$ cat src/hw/bdgw_pkg.sv
// shared constants and carrier types for the bridge window base registers
`default_nettype none
package bdgw_pkg;
    ////////////////////////////////////////////////////////////////////////
    // register offsets as seen from the primary interface
    localparam logic [7:0] BDGW_OFF_PRI_CTL = 8'h14; // primary_ctl_io_window
    localparam logic [7:0] BDGW_OFF_DS_FWD = 8'h18; // downstream_forward_window
    localparam logic [7:0] BDGW_OFF_SEC_CTL = 8'h54; // secondary_ctl_io_window
    localparam logic [7:0] BDGW_OFF_US_FWD = 8'h58; // upstream_forward_window
    // the secondary side sees the two halves swapped, one address bit apart
    localparam logic [7:0] BDGW_SIDE_SWAP = 8'h40;

    ////////////////////////////////////////////////////////////////////////
    // field positions
    localparam int BDGW_CTL_BASE_LSB = 8; // control window base bits 31:8
    localparam int BDGW_FWD_BASE_LSB = 6; // forward window base bits 31:6
    localparam int BDGW_MEM_MIN_LSB = 12; // memory window is at least 4 KB
    localparam int BDGW_SETUP_EN_BIT = 31; // setup: window enable
    localparam int BDGW_SETUP_IO_BIT = 0; // setup: 1 requests i/o space
    localparam int BDGW_SETUP_TYPE_LSB = 1; // setup: memory type, 2 bits
    localparam int BDGW_SETUP_PF_BIT = 3; // setup: prefetchable memory
    localparam int BDGW_CTL_BASE_W = 32 - BDGW_CTL_BASE_LSB;
    localparam int BDGW_FWD_BASE_W = 32 - BDGW_FWD_BASE_LSB;
    localparam int BDGW_MEM_CLR_W = BDGW_MEM_MIN_LSB - BDGW_FWD_BASE_LSB;

    ////////////////////////////////////////////////////////////////////////
    // values after reset
    localparam logic [31:0] BDGW_DATA_RST = 32'h0000_0000;
    localparam logic [BDGW_CTL_BASE_W-1:0] BDGW_CTL_BASE_RST = 24'h00_0000;
    localparam logic [BDGW_FWD_BASE_W-1:0] BDGW_FWD_BASE_RST = 26'h000_0000;
    localparam logic BDGW_SIDE_PRI = 1'b0; // access from primary interface

    ////////////////////////////////////////////////////////////////////////
    // carriers
    typedef struct packed {
        logic valid; // one-cycle request strobe
        logic side; // 0 primary interface, 1 secondary interface
        logic write; // 1 write, 0 read
        logic [7:0] addr; // configuration byte offset, low two bits ignored
        logic [3:0] be; // byte enables, active high
        logic [31:0] wdata; // write data
    } bdgw_cfg_req_t;

    typedef struct packed {
        logic ack; // one-cycle answer strobe
        logic hit; // offset belongs to this block
        logic [31:0] rdata; // read data, zero on a write or a miss
    } bdgw_cfg_rsp_t;

    typedef struct packed {
        logic valid; // transaction address phase on a bus
        logic is_io; // 1 i/o command, 0 memory command
        logic [31:0] addr; // transaction address
    } bdgw_txn_t;

    typedef enum logic {BDGW_ST_IDLE, BDGW_ST_ANSWER} bdgw_state_t;
endpackage
`default_nettype wire

$ cat src/hw/bdgw_ctl_bar.sv
// fixed 256-byte i/o window onto the bridge's own control registers
`default_nettype none
module bdgw_ctl_bar
    import bdgw_pkg::*;
(
    input wire logic core_clk, // bridge clock
    input wire logic rst_n, // synchronous reset, active low
    input wire logic wr_en, // write strobe to this register
    input wire logic [3:0] be, // byte enables
    input wire logic [31:0] wdata, // write data
    output logic [31:0] rd_value, // value returned on a read
    output logic [BDGW_CTL_BASE_W-1:0] base // programmed base, bits 31:8
);
    logic [BDGW_CTL_BASE_W-1:0] base_ff; // writable base bits
    logic [BDGW_CTL_BASE_W-1:0] nxt_base; // next base value
    wire logic [31:0] be_mask; // byte enables spread to bits

    ////////////////////////////////////////////////////////////////////////
    // byte-lane write of bits 31:8, low lane has nothing writable
    assign be_mask = {{8{be[3]}}, {8{be[2]}}, {8{be[1]}}, {8{be[0]}}};
    assign nxt_base = wr_en ?
        ((base_ff & ~be_mask[31:BDGW_CTL_BASE_LSB]) |
         (wdata[31:BDGW_CTL_BASE_LSB] & be_mask[31:BDGW_CTL_BASE_LSB])) :
        base_ff;

    // base register
    always_ff @(posedge core_clk) begin
        if (!rst_n) begin
            base_ff <= BDGW_CTL_BASE_RST;
        end else begin
            base_ff <= nxt_base;
        end
    end

    // i/o space flag, reserved zeros, then the base
    assign rd_value = {base_ff, 7'h00, 1'b1};
    assign base = base_ff;
endmodule
`default_nettype wire

$ cat src/hw/bdgw_fwd_bar.sv
// forwarding window base register shaped by its setup register
`default_nettype none
module bdgw_fwd_bar
    import bdgw_pkg::*;
(
    input wire logic core_clk, // bridge clock
    input wire logic rst_n, // synchronous reset, active low
    input wire logic [31:0] setup, // companion setup register
    input wire logic wr_en, // write strobe to this register
    input wire logic [3:0] be, // byte enables
    input wire logic [31:0] wdata, // write data
    output logic [31:0] rd_value, // value returned on a read
    output logic [BDGW_FWD_BASE_W-1:0] cmp_mask, // decoded bits 31:6
    output logic [BDGW_FWD_BASE_W-1:0] base, // visible base bits 31:6
    output logic enabled, // window enabled by setup
    output logic is_io // window claims i/o space
);
    logic [BDGW_FWD_BASE_W-1:0] base_ff; // stored base bits
    logic [BDGW_FWD_BASE_W-1:0] nxt_base; // next base value
    wire logic [31:0] be_mask; // byte enables spread to bits
    wire logic [BDGW_FWD_BASE_W-1:0] size_mask; // writable bits by setup
    wire logic [BDGW_FWD_BASE_W-1:0] wr_bits; // bits written this cycle
    wire logic [1:0] mem_type; // memory type field
    wire logic mem_pf; // prefetchable memory

    ////////////////////////////////////////////////////////////////////////
    // setup decides enable, space, size
    assign enabled = setup[BDGW_SETUP_EN_BIT];
    assign is_io = setup[BDGW_SETUP_IO_BIT];
    // bit 31 always writable so 2 GB is the ceiling; memory drops 11:6
    assign size_mask = {1'b1, setup[30:BDGW_FWD_BASE_LSB]} &
        {{(BDGW_FWD_BASE_W-BDGW_MEM_CLR_W){1'b1}},
         {BDGW_MEM_CLR_W{is_io}}};
    assign be_mask = {{8{be[3]}}, {8{be[2]}}, {8{be[1]}}, {8{be[0]}}};
    assign wr_bits = (wr_en && enabled) ?
        (be_mask[31:BDGW_FWD_BASE_LSB] & size_mask) : '0;
    assign nxt_base = (base_ff & ~wr_bits) |
        (wdata[31:BDGW_FWD_BASE_LSB] & wr_bits);

    // base register
    always_ff @(posedge core_clk) begin
        if (!rst_n) begin
            base_ff <= BDGW_FWD_BASE_RST;
        end else begin
            base_ff <= nxt_base;
        end
    end

    ////////////////////////////////////////////////////////////////////////
    // read view: all zeros while disabled
    assign mem_type = is_io ? 2'h0 : setup[BDGW_SETUP_TYPE_LSB+:2];
    assign mem_pf = !is_io && setup[BDGW_SETUP_PF_BIT];
    assign base = base_ff & size_mask;
    assign cmp_mask = size_mask;
    assign rd_value = enabled ?
        {base, 2'h0, mem_pf, mem_type, is_io} :
        BDGW_DATA_RST;
endmodule
`default_nettype wire

$ cat src/hw/bdgw_top.sv
// window base registers of the bridge: control i/o windows and forwarding windows
`default_nettype none

////////////////////////////////////////////////////////////////////////////////
// Operation
// - control window bit 0 reads one
// - control window bits 7:1 read zero
// - control window bits 31:8 hold base
// - primary/secondary control windows decode their own bus
// - forward windows claim hits downstream or upstream
// - forward windows disabled, zero after reset
// - i/o 64-256 bytes, memory 4 KB-2 GB; i/o size is not capped at 256 bytes here, setup can open it up to 2 GB
// - size and type come from setup register
// - forward bit 0 marks i/o space
// - forward bits 2:1 give memory type
// - forward bit 3 marks prefetchable memory
// - forward bits 5:4 read zero
// - base bits writable only where setup set
// - setup bit 31 zero disables window
// - at least 64 B i/o, 4 KB memory
module bdgw_top
    import bdgw_pkg::*;
(
    input wire logic core_clk, // bridge clock, 40 MHz
    input wire logic rst_n, // synchronous reset, active low
    input wire bdgw_cfg_req_t cfg_req, // configuration access request
    input wire logic [31:0] ds_setup, // downstream window setup value
    input wire logic [31:0] us_setup, // upstream window setup value
    input wire bdgw_txn_t pri_txn, // transaction seen on primary bus
    input wire bdgw_txn_t sec_txn, // transaction seen on secondary bus
    output bdgw_cfg_rsp_t cfg_rsp_ff, // configuration answer
    output logic cfg_ready_ff, // high while a request may be taken
    output logic pri_csr_hit_ff, // primary i/o hits control window
    output logic sec_csr_hit_ff, // secondary i/o hits control window
    output logic ds_fwd_hit_ff, // primary access to forward downstream
    output logic us_fwd_hit_ff, // secondary access to forward upstream
    output logic ds_fwd_en_ff, // downstream window enabled
    output logic us_fwd_en_ff // upstream window enabled
);

    ////////////////////////////////////////////////////////////////////////////
    // access sequencing
    bdgw_state_t state_ff; // access state
    bdgw_state_t nxt_state; // next access state
    bdgw_cfg_rsp_t nxt_rsp; // answer being formed

    // a strobe in the answer cycle is dropped
    wire logic req_take; // request accepted this cycle
    assign req_take = cfg_req.valid && (state_ff == BDGW_ST_IDLE);

    ////////////////////////////////////////////////////////////////////////////
    // offset decode, secondary side folded onto primary view
    wire logic [7:0] eff_off; // offset as the primary side would see it
    wire logic sel_pri_ctl; // primary control window selected
    wire logic sel_sec_ctl; // secondary control window selected
    wire logic sel_ds_fwd; // downstream forward window selected
    wire logic sel_us_fwd; // upstream forward window selected
    wire logic any_sel; // offset belongs to this block

    // one physical copy per register, only the address view swaps
    assign eff_off = {cfg_req.addr[7:2], 2'b00} ^
        ((cfg_req.side == BDGW_SIDE_PRI) ? 8'h00 : BDGW_SIDE_SWAP);
    assign sel_pri_ctl = (eff_off == BDGW_OFF_PRI_CTL);
    assign sel_sec_ctl = (eff_off == BDGW_OFF_SEC_CTL);
    assign sel_ds_fwd = (eff_off == BDGW_OFF_DS_FWD);
    assign sel_us_fwd = (eff_off == BDGW_OFF_US_FWD);
    assign any_sel = sel_pri_ctl || sel_sec_ctl || sel_ds_fwd || sel_us_fwd;

    ////////////////////////////////////////////////////////////////////////////
    // write strobes per register
    wire logic wr_take; // accepted write
    wire logic [1:0] ctl_wr; // control window writes, 0 primary 1 secondary
    wire logic [1:0] fwd_wr; // forward window writes, 0 down 1 up
    assign wr_take = req_take && cfg_req.write;
    assign ctl_wr = {wr_take && sel_sec_ctl, wr_take && sel_pri_ctl};
    assign fwd_wr = {wr_take && sel_us_fwd, wr_take && sel_ds_fwd};

    ////////////////////////////////////////////////////////////////////////////
    // register instances; index 0 faces primary, index 1 secondary
    wire logic [31:0] ctl_rd [2]; // control window read values
    wire logic [BDGW_CTL_BASE_W-1:0] ctl_base [2]; // control window bases
    wire logic [31:0] fwd_rd [2]; // forward window read values
    wire logic [BDGW_FWD_BASE_W-1:0] fwd_mask [2]; // forward compare masks
    wire logic [BDGW_FWD_BASE_W-1:0] fwd_base [2]; // forward bases
    wire logic [1:0] fwd_en; // forward windows enabled
    wire logic [1:0] fwd_io; // forward windows claim i/o
    wire logic [31:0] fwd_setup [2]; // setup per forward window
    wire bdgw_txn_t txn [2]; // bus activity per side
    wire logic [1:0] ctl_hit; // control window address matches
    wire logic [1:0] fwd_hit; // forward window address matches

    assign fwd_setup[0] = ds_setup;
    assign fwd_setup[1] = us_setup;
    assign txn[0] = pri_txn;
    assign txn[1] = sec_txn;

    genvar gi;
        for (gi = 0; gi < 2; gi++) begin : g_win
            // fixed 256-byte window onto the control registers
            bdgw_ctl_bar u_ctl (
                .core_clk(core_clk),
                .rst_n(rst_n),
                .wr_en(ctl_wr[gi]),
                .be(cfg_req.be),
                .wdata(cfg_req.wdata),
                .rd_value(ctl_rd[gi]),
                .base(ctl_base[gi])
            );

            // forwarding window shaped by its setup value
            bdgw_fwd_bar u_fwd (
                .core_clk(core_clk),
                .rst_n(rst_n),
                .setup(fwd_setup[gi]),
                .wr_en(fwd_wr[gi]),
                .be(cfg_req.be),
                .wdata(cfg_req.wdata),
                .rd_value(fwd_rd[gi]),
                .cmp_mask(fwd_mask[gi]),
                .base(fwd_base[gi]),
                .enabled(fwd_en[gi]),
                .is_io(fwd_io[gi])
            );

            // control window claims i/o accesses of its own bus only
            assign ctl_hit[gi] = txn[gi].valid && txn[gi].is_io &&
                (txn[gi].addr[31:BDGW_CTL_BASE_LSB] == ctl_base[gi]);

            // match on decoded bits, in the window's own space
            assign fwd_hit[gi] = txn[gi].valid && fwd_en[gi] &&
                (txn[gi].is_io == fwd_io[gi]) &&
                ((txn[gi].addr[31:BDGW_FWD_BASE_LSB] & fwd_mask[gi]) ==
                 fwd_base[gi]);
        end

    ////////////////////////////////////////////////////////////////////////////
    // read data select, sampled before the write lands
    wire logic [31:0] rd_sel; // read value of the selected register
    assign rd_sel = sel_pri_ctl ? ctl_rd[0] :
        sel_sec_ctl ? ctl_rd[1] :
        sel_ds_fwd ? fwd_rd[0] :
        sel_us_fwd ? fwd_rd[1] :
        BDGW_DATA_RST;

    // answer content for the next cycle
    always_comb begin
        nxt_rsp.ack = req_take;
        nxt_rsp.hit = req_take && any_sel;
        // writes and misses answer zero so the bus mux stays quiet
        nxt_rsp.rdata = (req_take && !cfg_req.write) ? rd_sel : BDGW_DATA_RST;
    end

    // state transition: one answer cycle after every accepted request
    always_comb begin
        case (state_ff)
            BDGW_ST_IDLE: begin
                nxt_state = req_take ? BDGW_ST_ANSWER : BDGW_ST_IDLE;
            end
            BDGW_ST_ANSWER: begin
                nxt_state = BDGW_ST_IDLE;
            end
            default: begin
                nxt_state = BDGW_ST_IDLE;
            end
        endcase
    end

    ////////////////////////////////////////////////////////////////////////////
    // access state and answer registers
    always_ff @(posedge core_clk) begin
        if (!rst_n) begin
            state_ff <= BDGW_ST_IDLE;
            cfg_rsp_ff <= '0;
            cfg_ready_ff <= 1'b0;
        end else begin
            state_ff <= nxt_state;
            cfg_rsp_ff <= nxt_rsp;
            cfg_ready_ff <= (nxt_state == BDGW_ST_IDLE);
        end
    end

    ////////////////////////////////////////////////////////////////////////////
    // decode outputs, one cycle behind the bus address phase
    always_ff @(posedge core_clk) begin
        if (!rst_n) begin
            pri_csr_hit_ff <= 1'b0;
            sec_csr_hit_ff <= 1'b0;
            ds_fwd_hit_ff <= 1'b0;
            us_fwd_hit_ff <= 1'b0;
        end else begin
            pri_csr_hit_ff <= ctl_hit[0];
            sec_csr_hit_ff <= ctl_hit[1];
            ds_fwd_hit_ff <= fwd_hit[0];
            us_fwd_hit_ff <= fwd_hit[1];
        end
    end

    // enable state follows the setup value; the local cpu must settle setup
    // before letting the host in, there is no guard against a size change
    always_ff @(posedge core_clk) begin
        if (!rst_n) begin
            ds_fwd_en_ff <= 1'b0;
            us_fwd_en_ff <= 1'b0;
        end else begin
            ds_fwd_en_ff <= fwd_en[0];
            us_fwd_en_ff <= fwd_en[1];
        end
    end
endmodule
`default_nettype wire

$ cat config.mk
export PLATFORM = sky130hd
export DESIGN_NAME = bdgw_top
export DESIGN_NICKNAME = d
export VERILOG_FILES = /design/src/hw/bdgw_pkg.sv /design/src/hw/bdgw_ctl_bar.sv /design/src/hw/bdgw_fwd_bar.sv /design/src/hw/bdgw_top.sv
export SDC_FILE = /design/constraint.sdc
export NUM_CORES = 1
export LEC_CHECK = 0
export BUFFER_PORTS_ARGS = -buffer_cell sky130_fd_sc_hd__buf_2
export CELL_PAD_IN_SITES_DETAIL_PLACEMENT = 0
export CELL_PAD_IN_SITES_GLOBAL_PLACEMENT = 1
export CORE_MARGIN = 2
export CORE_UTILIZATION = 35
export DETAILED_ROUTE_END_ITERATION = 10
export PLACE_DENSITY = 0.81
export SETUP_SLACK_MARGIN = 0.02
export SYNTH_ARGS = -nofsm -noshare
export SYNTH_HDL_FRONTEND = slang
export SYNTH_HIERARCHICAL = 1
export SYNTH_SLANG_ARGS = --single-unit
$ cat constraint.sdc
create_clock -name core_clk -period 4.7 [get_ports core_clk]
set_clock_uncertainty 0.05 [all_clocks]
set_input_delay 0.235 -clock core_clk [delete_from_list [all_inputs] [get_ports core_clk]]
set_output_delay 0.235 -clock core_clk [all_outputs]
set_load 0.03 [all_outputs]
==> impl_metrics.env <==
export IMPL_antenna_found_initial=2
export IMPL_cts_sinks=141
export IMPL_path_class="input port to flop"
export IMPL_fp_dieArea_mm2=0.0288
export IMPL_synth_most_common_cell="dfxtp_1"
export IMPL_slowest_delay_ns=0.69
export IMPL_synth_top_area_frac=0.293
export IMPL_crit_slowest_cell="and3_1"
export IMPL_slew_viol_final=0
export IMPL_wl_um=31100
export IMPL_dp_hpwl_um=23900
export IMPL_htree_levels=4
export IMPL_dpl_cell_area_mm2=0.00972
export IMPL_p_per_area_mw_per_mm2=285
export IMPL_ys_top_cells_by_area="dfxtp_1 (29%), buf_4 (9.8%), and3_1 (5.3%), a41o_1 (4.8%), and2_1 (4.4%)"
export IMPL_wl_met2_um=15200
export IMPL_fin_crit_ns=2.44
export IMPL_cap_violations=0
export IMPL_crit_buf_inv=1
export IMPL_clk_latency_ns=0.42
export IMPL_grt_first_pass_wirelength_um=45700
export IMPL_wire_per_inst_um=20.2
export IMPL_synth_fa_ha_area_frac=0
export IMPL_cts_tree="done"
export IMPL_yosys_area_share_xor_xnor=0.0562
export IMPL_synth_top_cell_by_area="dfxtp_1"
export IMPL_rows=60
export IMPL_cellLeakagePower_uw=0.00515
export IMPL_port_buffers=197
export IMPL_rsz0062_at_grt="false"
export IMPL_start_kind="input port"
export IMPL_nFillCells=2740
export IMPL_finalSetupViolCount=0
export IMPL_r2r_start="cfg_rsp_ff[33]$_SDFF_PN0_"
export IMPL_status="finished clean"
export IMPL_critPathMaxFanout=16
export IMPL_muxShareOfSynthArea=0.0395
export IMPL_drtIter0Drc=665
export IMPL_core_mm2=0.0270
export IMPL_path_clk_slew_ns=0.06
export IMPL_cp_depth=7
export IMPL_synth_compound_area_frac=0.213
export IMPL_first_pass_iters=5
export IMPL_arrival_ns=2.71
export IMPL_postSynthAreaPerCell_um2=8.47
export IMPL_drc=0
export IMPL_cts_setup_buffers=0
export IMPL_synth_top_family_by_area="simple AND/OR/NAND/NOR gates"
export IMPL_tns_ns=0
export IMPL_grtUsageTotal=0.212
export IMPL_cp_startpoint="cfg_req[41]"
export IMPL_pre_cts_slack_ns=1.81
export IMPL_period_share=0.519
export IMPL_syn_inst=1136
export IMPL_fin_util=0.383
export IMPL_die_w_um=170
export IMPL_slew_headroom=0.493
export IMPL_wl_met1_um=13000
export IMPL_viasPerCell=5.47
export IMPL_ant_nets=0
export IMPL_hold_path_cell_count=3
export IMPL_num_io_pins=222
export IMPL_drive_above_1_share=0.245
export IMPL_critPathTopFamily="simple AND/OR/NAND/NOR gates"
export IMPL_dr_max_layer_used="met5"
export IMPL_wl_met3_um=2110
export IMPL_worst_slew_pin_transition_ns=0.756
export IMPL_r2r_cells=6
export IMPL_grt_pass1_vias=7966
export IMPL_synth_cell_type_count=44
export IMPL_endpoint_kind="flop"
export IMPL_cts_root_buf="clkbuf_16"
export IMPL_netlist_top_cells_count="dfxtp_1 (141), buf_4 (126), nand2_1 (112)"
export IMPL_r2r_slack_ns=2.26
export IMPL_vias=8407
export IMPL_path_cells="buf_2 > nor3b_2 > nand3b_1 > nor2_1 > and3_1 > a21oi_1 > a41o_1"
export IMPL_numCtsBuffers=17
export IMPL_async_reset_ff_frac=0
export IMPL_ir_drop_mv=0.205
export IMPL_worstHoldPathType="input port to flop"
export IMPL_die_y_um=170
export IMPL_area_growth_pct=7.32
export IMPL_place_congestion=0.840
export IMPL_synth_edf_count=0
export IMPL_grt_max_degree=81
export IMPL_fin_ws_ns=2.26
export IMPL_start_util=0.357
export IMPL_ys_ff_latch=141
export IMPL_cts_resized=0
export IMPL_synth_seq_area_share=0.293
export IMPL_overflow=0
export IMPL_synthSimpleGateAreaFrac=0.242
export IMPL_ys_flop_type="dfxtp_1"
export IMPL_fin_area_mm2=0.0103
export IMPL_finalHoldViolCount=0
export IMPL_nets=1362
export IMPL_critical_path_required_ns=4.97
export IMPL_fmax_mhz=410
export IMPL_yosysWarnings=6
export IMPL_clockBufferDepth=2
export IMPL_ctsHoldBuffers=0
export IMPL_synth_area_mm2=0.00962
[per-stage QoR]
| step | hold slack (ns) | std cells | power, uW |
|---|---|---|---|
| after global placement | 0.408 | 1503 | 1550 |
| after floorplan | 0.308 | 1150 | 1440 |
| after detailed placement | 0.413 | 1503 | 1560 |
| after global routing | 0.0160 | 1536 | 3050 |
| final | 0.0259 | 1536 | 2940 |
| after CTS | 0.0120 | 1535 | 2960 |
[logic make-up after synthesis]
| kind of cell | count (synthesis) |
|---|---|
| and+or+nand+nor | 423 |
| AOI/OAI and AO/OA | 270 |
| buffers and inverters | 196 |
| DFF | 141 |
| xor gates and xnor gates | 60 |
| muxes | 38 |
| other | 8 |
[worst min-delay path by stage]
stage                    start                   endpoint  slack, ns
finish              cfg_req[7]                       flop       0.03
global route        cfg_req[7]                       flop       0.02
CTS                 cfg_req[7]                       flop       0.01
detailed placement        flop                       flop       0.41
global placement          flop                       flop       0.41
floorplan                rst_n  cfg_rsp_ff[33]$_SDFF_PN0_       0.31
[layer usage]
layer / global-route usage / up-vias
li1: - / 4095
met5: 0 / -
met3: 0.0433 / 39
met2: 0.367 / 326
met4: 0.0617 / 2
met1: 0.265 / 3945
[layout by cell type (no fill, tap or decap), drive strengths merged]
cell,instances
inv,2
a211oi,10
o22ai,36
nor2b,6
or4b,2
nor4,8
clkbuf,23
nand3b,2
or4,3
diode,1
a21oi,70
a41o,46
nand3,14
nand2b,1
nor2,35
nor3,2
nor3b,1
conb,22
clkinvlp,1
o211a,32
nand2,112
o22a,8
and3,85
xnor2,43
a21boi,10
buf,207
a21o,10
nand4,66
dfxtp,141
o21ai,48
and2,76
xor2,17
bufinv,3
and3b,10
clkinv,4
mux2i,38
[power by group]
group / leakage [uW] / switching [uW] / total [uW] / internal (uW)
clock: 0.000292 / 543 / 1410 / 866
sequential: 0.00114 / 1.40 / 1200 / 1200
combinational: 0.00372 / 215 / 337 / 121
[worst reg2reg max path, stage by stage, from the launching register on]
cell	delay, ns
dfxtp_1	0.31
nor2b_1	0.35
nand3_1	0.13
nor2_1	0.42
and3_1	0.70
a21oi_1	0.16
a41o_1	0.22
[layout make-up]
type	count	area, um2	area share
multi-input cells	813	5400	0.523
flip-flops and latches	141	2820	0.273
clock inverters	9	134	0.0130
inverters	1	3.75	0.000363
repair buffers	207	1070	0.103
diodes	1	2.50	0.000242
clock buffers	23	468	0.0453
well taps	341	427	0.0413
(Power assumes the default switching activity.)
